===== config.mk =====
export PLATFORM = sky130hd
export DESIGN_NAME = evp_core
export DESIGN_NICKNAME = d
export VERILOG_FILES = /design/src/evp_pkg.sv /design/src/evp_core.sv /design/src/evp_arbiter.sv
export SDC_FILE = /design/constraint.sdc
export NUM_CORES = 2
export LEC_CHECK = 0
export BUFFER_PORTS_ARGS = -buffer_cell sky130_fd_sc_hd__buf_2
export CAP_MARGIN = 25
export CORE_MARGIN = 5
export CORE_UTILIZATION = 63
export CTS_CLUSTER_SIZE = 30
export DETAILED_ROUTE_END_ITERATION = 8
export GPL_TIMING_DRIVEN = 1
export PLACE_DENSITY = 0.87
export SYNTH_ARGS = -nofsm -noshare
export SYNTH_HDL_FRONTEND = slang
export SYNTH_HIERARCHICAL = 1
export SYNTH_SLANG_ARGS = --single-unit

===== constraint.sdc =====
create_clock -name clk_i -period 82.2 [get_ports clk_i]
set_clock_uncertainty 0.1 [all_clocks]
set_input_delay 12.33 -clock clk_i [delete_from_list [all_inputs] [get_ports clk_i]]
set_output_delay 12.33 -clock clk_i [all_outputs]
set_load 0.05 [all_outputs]

===== src/evp_pkg.sv =====
// Constants for the exception vector prioritizer.
// Assumes a single core clock domain and a 36-slot vector table.
package evp_pkg;
	localparam int NUM_POS  = 36;
	localparam int POS_W    = 6;
	localparam int LVL_W    = 6;
	localparam int PRI_W    = 5;
	localparam int VEC_W    = 32;
	localparam int IRQ_BASE = 16;
	localparam int NUM_IRQ  = 20;
	localparam int NUM_FLT  = 3;

	typedef logic [POS_W-1:0] evp_pos_t;
	typedef logic [LVL_W-1:0] evp_lvl_t;
	typedef logic [PRI_W-1:0] evp_pri_t;

	// System positions
	localparam evp_pos_t POS_STACK  = 6'h00;
	localparam evp_pos_t POS_RESET  = 6'h01;
	localparam evp_pos_t POS_NMI    = 6'h02;
	localparam evp_pos_t POS_HARD   = 6'h03;
	localparam evp_pos_t POS_MEM    = 6'h04;
	localparam evp_pos_t POS_BUS    = 6'h05;
	localparam evp_pos_t POS_USAGE  = 6'h06;
	localparam evp_pos_t POS_SVC    = 6'h0B;
	localparam evp_pos_t POS_DBGMON = 6'h0C;
	localparam evp_pos_t POS_PENDABLE_SERVICE_REQUEST = 6'h0E;
	localparam evp_pos_t POS_TICK   = 6'h0F;
	// Peripheral positions, line n sits at IRQ_BASE + n
	localparam evp_pos_t POS_TIMER1 = 6'h10;
	localparam evp_pos_t POS_TIMER2 = 6'h11;
	localparam evp_pos_t POS_MGMT   = 6'h12;
	localparam evp_pos_t POS_BBAND  = 6'h13;
	localparam evp_pos_t POS_SLEEP  = 6'h14;
	localparam evp_pos_t POS_SER1   = 6'h15;
	localparam evp_pos_t POS_SER2   = 6'h16;
	localparam evp_pos_t POS_SECUR  = 6'h17;
	localparam evp_pos_t POS_RTIMER = 6'h18;
	localparam evp_pos_t POS_RTX    = 6'h19;
	localparam evp_pos_t POS_RRX    = 6'h1A;
	localparam evp_pos_t POS_CONV   = 6'h1B;
	localparam evp_pos_t POS_PIN_A  = 6'h1C;
	localparam evp_pos_t POS_PIN_B  = 6'h1D;
	localparam evp_pos_t POS_PIN_C  = 6'h1E;
	localparam evp_pos_t POS_PIN_D  = 6'h1F;
	localparam evp_pos_t POS_DEBUG  = 6'h20;
	localparam evp_pos_t POS_SER3   = 6'h21;
	localparam evp_pos_t POS_SER4   = 6'h22;
	localparam evp_pos_t POS_BUSDEV = 6'h23;

	// Fault enable bit positions
	localparam int FLT_MEM   = 0;
	localparam int FLT_BUS   = 1;
	localparam int FLT_USAGE = 2;

	// Levels: lower is more urgent
	localparam evp_lvl_t LVL_RESET = 6'h00;
	localparam evp_lvl_t LVL_NMI   = 6'h01;
	localparam evp_lvl_t LVL_HARD  = 6'h02;
	localparam evp_lvl_t LVL_CFG   = 6'h03;
	localparam evp_lvl_t LVL_BASE  = 6'h3F;

	localparam logic [NUM_POS-1:0] RESERVED_MASK = 36'h0_0000_2780;
	localparam logic [IRQ_BASE-1:0] SYS_ALWAYS  = 16'hFFFF;
	localparam evp_pri_t PRI_RST = 5'h00;
	localparam logic [VEC_W-1:0] VEC_RST = 32'h0000_0000;

	function automatic evp_lvl_t evp_level(input evp_pos_t pos, input evp_pri_t pri);
		if (pos == POS_RESET || pos == POS_STACK)
			return LVL_RESET;
		else if (pos == POS_NMI)
			return LVL_NMI;
		else if (pos == POS_HARD)
			return LVL_HARD;
		else
			return LVL_CFG + LVL_W'(pri);
	endfunction
endpackage


===== src/evp_core.sv =====
// Exception vector prioritizer: pending, masking, ranking and active nesting.
// Assumes core-side strobes are on clk_i; only the NMI pin is asynchronous.
`timescale 1ns/1ns
module evp_core #(
	parameter bit HAS_BUSDEV = 1'b1
) (
	// Clock and reset
	input  wire logic                             clk_i,
	input  wire logic                             rst_i,
	// Asynchronous non-maskable pin
	input  wire logic                             nmi_pin_i,
	// Core event strobes, with the monitor/halt qualifiers and fault handler enables
	input  wire logic                             mem_fault_i,
	input  wire logic                             bus_fault_precise_i,
	input  wire logic                             bus_fault_imprecise_i,
	input  wire logic                             usage_fault_i,
	input  wire logic                             svc_i,
	input  wire logic                             debug_mon_i,
	input  wire logic                             monitor_en_i,
	input  wire logic                             halting_i,
	input  wire logic                             pendable_service_request_set_i,
	input  wire logic                             pendable_service_request_clr_i,
	input  wire logic                             system_tick_exception_i,
	input  wire logic [evp_pkg::NUM_FLT-1:0]      fault_handler_en_i,
	// Peripheral lines and their control
	input  wire logic [evp_pkg::NUM_IRQ-1:0]      periph_irq_i,
	input  wire logic [evp_pkg::NUM_IRQ-1:0]      pending_set_register_i,
	input  wire logic [evp_pkg::NUM_IRQ-1:0]      pending_clr_i,
	input  wire logic [evp_pkg::NUM_IRQ-1:0]      enable_set_register_i,
	input  wire logic [evp_pkg::NUM_IRQ-1:0]      enable_clr_i,
	// Priority and vector table load
	input  wire logic                             prio_we_i,
	input  wire evp_pkg::evp_pos_t                prio_pos_i,
	input  wire evp_pkg::evp_pri_t                prio_val_i,
	input  wire logic                             vt_we_i,
	input  wire evp_pkg::evp_pos_t                vt_pos_i,
	input  wire logic [evp_pkg::VEC_W-1:0]        vt_data_i,
	// Core handshake
	input  wire logic                             exc_ack_i,
	input  wire logic                             exc_return_i,
	// Request to core
	output logic                                  exc_req_o,
	output evp_pkg::evp_pos_t                     exc_pos_o,
	output logic [evp_pkg::VEC_W-1:0]             handler_o,
	output logic [evp_pkg::VEC_W-1:0]             stack_init_o,
	// Status
	output evp_pkg::evp_lvl_t                     running_lvl_o,
	output logic [evp_pkg::NUM_POS-1:0]           active_o,
	output logic [evp_pkg::NUM_POS-1:0]           pending_o,
	output logic [evp_pkg::NUM_IRQ-1:0]           irq_enable_o
);
	localparam int N = evp_pkg::NUM_POS;

	// Table state
	logic [evp_pkg::VEC_W-1:0] vt_r   [N];
	logic [evp_pkg::VEC_W-1:0] vt_nxt [N];
	evp_pkg::evp_pri_t         pri_r  [N];
	evp_pkg::evp_pri_t         pri_nxt[N];
	// Control state
	logic [N-1:0]                  pend_r, pend_nxt;
	logic [N-1:0]                  act_r, act_nxt;
	logic [evp_pkg::NUM_IRQ-1:0]   en_r, en_nxt;
	logic                          nmi_s1_r, nmi_s2_r, nmi_s3_r;
	logic                          req_r, req_nxt;
	evp_pkg::evp_pos_t             pos_r, pos_nxt;
	logic [evp_pkg::VEC_W-1:0]     hdl_r, hdl_nxt, sp_r, sp_nxt;
	evp_pkg::evp_lvl_t             run_r, run_nxt;
	// Ranking
	evp_pkg::evp_lvl_t             lvl [N];
	logic [N-1:0]                  elig;
	logic                          win_v, act_v, take, nmi_edge;
	evp_pkg::evp_pos_t             win_pos, act_pos;
	evp_pkg::evp_lvl_t             win_lvl, act_lvl, cur_lvl;
	logic [evp_pkg::NUM_IRQ-1:0]   line_present;

	evp_arbiter u_pend_arb (
		.req_i   (elig),
		.lvl_i   (lvl),
		.valid_o (win_v),
		.pos_o   (win_pos),
		.lvl_o   (win_lvl)
	);

	// Second ranking over actives yields the running level
	evp_arbiter u_act_arb (
		.req_i   (act_r),
		.lvl_i   (lvl),
		.valid_o (act_v),
		.pos_o   (act_pos),
		.lvl_o   (act_lvl)
	);

	always_comb begin
		for (int i = 0; i < N; i++) begin
			lvl[i] = evp_pkg::evp_level(evp_pkg::POS_W'(i), pri_r[i]);
		end
		cur_lvl  = act_v ? act_lvl : evp_pkg::LVL_BASE;
		nmi_edge = nmi_s2_r && !nmi_s3_r;
		// Top line exists only on variants carrying the bus device
		line_present = {HAS_BUSDEV, {(evp_pkg::NUM_IRQ-1){1'b1}}};
		elig = pend_r & {en_r, evp_pkg::SYS_ALWAYS} & ~evp_pkg::RESERVED_MASK;
		take = win_v && (win_lvl < cur_lvl);
	end

	// Table group: software priority and vector slots
	always_comb begin
		vt_nxt  = vt_r;
		pri_nxt = pri_r;
		if (vt_we_i) begin
			vt_nxt[vt_pos_i] = vt_data_i;
		end
		// Fixed-level positions ignore writes through evp_level
		if (prio_we_i) begin
			pri_nxt[prio_pos_i] = prio_val_i;
		end
	end

	always_ff @(posedge clk_i or posedge rst_i) begin
		if (rst_i) begin
			for (int i = 0; i < N; i++) begin
				vt_r[i]  <= evp_pkg::VEC_RST;
				pri_r[i] <= evp_pkg::PRI_RST;
			end
		end else begin
			vt_r  <= vt_nxt;
			pri_r <= pri_nxt;
		end
	end

	// Control group
	always_comb begin
		pend_nxt = pend_r;
		act_nxt  = act_r;
		en_nxt   = en_r;
		// Clears first so that a same-cycle set wins
		pend_nxt[N-1:evp_pkg::IRQ_BASE] = pend_r[N-1:evp_pkg::IRQ_BASE] & ~pending_clr_i;
		if (pendable_service_request_clr_i) begin
			pend_nxt[evp_pkg::POS_PENDABLE_SERVICE_REQUEST] = 1'b0;
		end
		if (exc_ack_i && req_r) begin
			pend_nxt[pos_r] = 1'b0;
			// Reset is never stacked: start code runs at base level
			if (pos_r != evp_pkg::POS_RESET) begin
				act_nxt[pos_r] = 1'b1;
			end
		end
		if (exc_return_i && act_v) begin
			act_nxt[act_pos] = 1'b0;
		end
		// Peripheral lines are level sensitive; pending may precede enable
		pend_nxt[N-1:evp_pkg::IRQ_BASE] = pend_nxt[N-1:evp_pkg::IRQ_BASE]
			| ((periph_irq_i | pending_set_register_i) & line_present);
		if (nmi_edge) begin
			pend_nxt[evp_pkg::POS_NMI] = 1'b1;
		end
		if (mem_fault_i) begin
			if (fault_handler_en_i[evp_pkg::FLT_MEM] && lvl[evp_pkg::POS_MEM] < cur_lvl)
				pend_nxt[evp_pkg::POS_MEM] = 1'b1;
			else
				pend_nxt[evp_pkg::POS_HARD] = 1'b1;
		end
		if (bus_fault_precise_i || bus_fault_imprecise_i) begin
			if (fault_handler_en_i[evp_pkg::FLT_BUS] && lvl[evp_pkg::POS_BUS] < cur_lvl)
				pend_nxt[evp_pkg::POS_BUS] = 1'b1;
			else
				pend_nxt[evp_pkg::POS_HARD] = 1'b1;
		end
		if (usage_fault_i) begin
			if (fault_handler_en_i[evp_pkg::FLT_USAGE] && lvl[evp_pkg::POS_USAGE] < cur_lvl)
				pend_nxt[evp_pkg::POS_USAGE] = 1'b1;
			else
				pend_nxt[evp_pkg::POS_HARD] = 1'b1;
		end
		if (svc_i) begin
			pend_nxt[evp_pkg::POS_SVC] = 1'b1;
		end
		if (debug_mon_i && monitor_en_i && !halting_i && lvl[evp_pkg::POS_DBGMON] < cur_lvl) begin
			pend_nxt[evp_pkg::POS_DBGMON] = 1'b1;
		end
		if (pendable_service_request_set_i) begin
			pend_nxt[evp_pkg::POS_PENDABLE_SERVICE_REQUEST] = 1'b1;
		end
		if (system_tick_exception_i) begin
			pend_nxt[evp_pkg::POS_TICK] = 1'b1;
		end
		pend_nxt = pend_nxt & ~evp_pkg::RESERVED_MASK;
		en_nxt = (en_r & ~enable_clr_i) | enable_set_register_i;
		// One idle cycle after an ack lets the stack settle before re-ranking
		req_nxt = take && !exc_ack_i;
		pos_nxt = take ? win_pos : pos_r;
		hdl_nxt = take ? vt_r[win_pos] : hdl_r;
		sp_nxt  = (take && win_pos == evp_pkg::POS_RESET) ? vt_r[evp_pkg::POS_STACK] : sp_r;
		run_nxt = cur_lvl;
	end

	always_ff @(posedge clk_i or posedge rst_i) begin
		if (rst_i) begin
			pend_r   <= 36'h0_0000_0002;
			act_r    <= '0;
			en_r     <= '0;
			nmi_s1_r <= 1'b0;
			nmi_s2_r <= 1'b0;
			nmi_s3_r <= 1'b0;
			req_r    <= 1'b0;
			pos_r    <= evp_pkg::POS_STACK;
			hdl_r    <= evp_pkg::VEC_RST;
			sp_r     <= evp_pkg::VEC_RST;
			run_r    <= evp_pkg::LVL_BASE;
		end else begin
			pend_r   <= pend_nxt;
			act_r    <= act_nxt;
			en_r     <= en_nxt;
			nmi_s1_r <= nmi_pin_i;
			nmi_s2_r <= nmi_s1_r;
			nmi_s3_r <= nmi_s2_r;
			req_r    <= req_nxt;
			pos_r    <= pos_nxt;
			hdl_r    <= hdl_nxt;
			sp_r     <= sp_nxt;
			run_r    <= run_nxt;
		end
	end

	assign exc_req_o     = req_r;
	assign exc_pos_o     = pos_r;
	assign handler_o     = hdl_r;
	assign stack_init_o  = sp_r;
	assign running_lvl_o = run_r;
	assign active_o      = act_r;
	assign pending_o     = pend_r;
	assign irq_enable_o  = en_r;
endmodule


===== src/evp_arbiter.sv =====
// Picks the most urgent requesting position.
// Assumes levels are already resolved per position; purely combinational.
`timescale 1ns/1ns
module evp_arbiter (
	// Requests and their levels
	input  wire logic [evp_pkg::NUM_POS-1:0] req_i,
	input  wire evp_pkg::evp_lvl_t           lvl_i [evp_pkg::NUM_POS],
	// Winner
	output logic                             valid_o,
	output evp_pkg::evp_pos_t                pos_o,
	output evp_pkg::evp_lvl_t                lvl_o
);
	always_comb begin
		valid_o = 1'b0;
		pos_o   = evp_pkg::POS_STACK;
		lvl_o   = evp_pkg::LVL_BASE;
		// Strict compare: on equal level the lower position keeps the win
		for (int i = 0; i < evp_pkg::NUM_POS; i++) begin
			if (req_i[i] && (!valid_o || lvl_i[i] < lvl_o)) begin
				valid_o = 1'b1;
				pos_o   = evp_pkg::POS_W'(i);
				lvl_o   = lvl_i[i];
			end
		end
	end
endmodule


==> metrics.cfg <==
[status]
outcome=completed

[synth]
yosys_warnings=6
synth_edf_count=0
ys_ff_latch=1479
postSynthCellCount=7971
yosysUniqueCellTypes=125
synth_area_leaders=dfrtp_1, mux2_2, mux4_2
synth-seq-area-share_pct=41.62
syn_avg_cell_area_um2=11.16
synthMostInstantiatedCell=dfrtp_1
yosysTopAreaCellShare_pct=41.41
synthesis.area_mm2=0.08894
async_reset_ff_share_pct=100.0
synthTopCellsByCount=dfrtp_1, mux2_2, nand2_1
yosysTopAreaCell=dfrtp_1
synth_top_flop_cell=dfrtp_1

[clock_network]
cts.path.max_buffers=3
clkTransAtPathRegs_ps=70
cts_tree=done
hold_buffers=0
cts_made_buffers=152
post_cts_buffers=0
clk-insertion-delay-late_ps=800
cts.repair.resized=0
clock-sinks=1479
clockRootBuffer=clkbuf_16
h-tree-depth=4

[timing]
setup_viol=0
post-route-period-util_pct=85.11
drv_slew=0
final_hold_viol_count=0
relSlewSlack_pct=20.44
setup_tns_ps=0
hold_ws_ps=265.1
worst_pin_slew_ps=1191
period_needed_ps=69960
fmax_mhz=14.29
rsz0062_at_grt=false

[critical_path]
worstPathRequired_ps=82720
crit_type=reg2reg
path_common_cell=ha_1
slowest_delay_ps=750
critPathSlowestCell=nor4_4
worstSetupEndpointType=register
arrival_ps=70480
critPathMaxFanout=72
start_kind=register

[grt]
grt_first_pass_wirelength_um=441900
first_global_vias=72709
grt_max_degree=197
track_usage_pct=38.64
antenna_found_initial=17
overflow=0

[detailed_routing]
drc_errors=0
ant_nets=0
first_pass_iters=8
avgViaCountPerCell=7.010
wl_per_cell_um=29.10
vias=72529
drt-total-wl_um=301100
drtIter0Drc=7924

[floorplan]
dieHeight_um=385.7
core_area_mm2=0.1399
die_area_mm2=0.1488
ios=339
die_x_um=385.7
rows=137
start_util_pct=63.59

[placement]
dpl_cell_area_mm2=0.09305
portBuffers=333
hpwl_um=189200
gp_congestion=0.9712

[layout]
nFillCells=9191
nNetsFinal=8781
fin_area_mm2=0.09851
layout-drive-gt1-share_pct=30.33
syn2layout_area_growth_pct=10.75
final_util_pct=70.43

[flow_run]
maxCapViolCount=0

[worst_hold_path]
hp-class=reg2reg

## critical path: cells and delay by family (launching register included)
kind,cells,cell delay [ps]
multiplexers,18,5270
AND/OR/NAND/NOR,86,17260
AO/OA/AOI/OAI,140,33150
adder cells (fa/ha/maj),38,10800
flip-flops,1,560
buffers and inverters,20,2470
## cells in the final DEF, fill, tap and decap left out, types with 41 or more instances in the layout
| master | n |
|---|---|
| inv_1 | 397 |
| mux2_2 | 1329 |
| and2_1 | 81 |
| o21ai_1 | 46 |
| o221ai_1 | 51 |
| o21ai_0 | 314 |
| or3_1 | 48 |
| nor2_1 | 393 |
| a21oi_1 | 335 |
| clkbuf_16 | 154 |
| nor3_1 | 95 |
| a22oi_1 | 105 |
| clkbuf_8 | 45 |
| a211oi_1 | 74 |
| conb_1 | 173 |
| o211ai_1 | 54 |
| o21a_1 | 49 |
| nand2b_1 | 69 |
| dfrtp_1 | 1472 |
| nand3_1 | 100 |
| o22ai_1 | 44 |
| xor2_1 | 46 |
| ha_1 | 279 |
| buf_2 | 334 |
| a21o_1 | 73 |
| mux2i_1 | 259 |
| mux2_1 | 41 |
| or2_2 | 45 |
| nand2_1 | 557 |
| buf_4 | 119 |
| xnor2_1 | 86 |
| mux4_2 | 225 |
## layer usage
metal  GRT usage [%]  vias to the layer above  wire [um]
li1                -                    30129          -
met1           48.25                    35997     109400
met2           60.81                     4931     136700
met3           10.03                     1468      31990
met4           23.25                        4      22910
met5          0.1323                        -         34
## state kept, by name, summed over array words and instances (netlist names)
register	count
nmi_s1_r	1
stack_init_o	32
exc_pos_o	6
nmi_s2_r	1
vt_r	1152
nmi_s3_r	1
irq_enable_o	20
handler_o	32
active_o	36
running_lvl_o	6
exc_req_o	1
pending_o	31
pri_r	160
## metrics by stage
step                cells  worst slack (ps)
global route        10336              6491
finish              10347             12240
floorplan            8142             23540
detailed placement  10046             14050
CTS                 10326             13620
global placement    10045             15670
## path summary, 6_finish.rpt
kind | startpoint | end | slack, ps | cells after the start
min reg2reg | nmi_s1_r | nmi_s2_r | 270 | 0
min | nmi_s1_r | nmi_s2_r | 270 | 0
max reg2reg | active_o[0] | stack_init_o[30] | 12240 | 302
max | active_o[0] | stack_init_o[30] | 12240 | 302
min in group asynchronous | rst_i | vt_r[1147] | 11510 | 2
max in group asynchronous | rst_i | vt_r[896] | 65680 | 8
## logic make-up (layout without fill, tap and decap cells)
family | count (synthesis) | after routing | synth area share (%)
AOI/OAI and AO/OA | 1690 | 1690 | 13.97
and+or+nand+nor | 1691 | 1691 | 9.249
adders and majority gates | 287 | 287 | 4.015
DFF | 1479 | 1479 | 41.62
muxes | 1862 | 1862 | 26.09
xor gates and xnor gates | 134 | 134 | 1.320
other | 2 | 186 | 0.008444
buffers and inverters | 826 | 1142 | 3.726
## area by class of cell
| class | instances | area (um^2) | share of cell area [%] |
|---|---|---|---|
| Sequential cell | 1479 | 37020 | 37.58 |
| Timing Repair Buffer | 464 | 2814 | 2.857 |
| Tap cell | 1876 | 2347 | 2.383 |
| Clock inverter | 53 | 689.4 | 0.6999 |
| Inverter | 398 | 1501 | 1.524 |
| Clock buffer | 227 | 4578 | 4.648 |
| Antenna cell | 13 | 32.53 | 0.03302 |
| Multi-Input combinational cell | 5837 | 49530 | 50.28 |
Power is not shown: default switching activity piles up to over one toggle a cycle in this logic, so the estimate is an artifact.
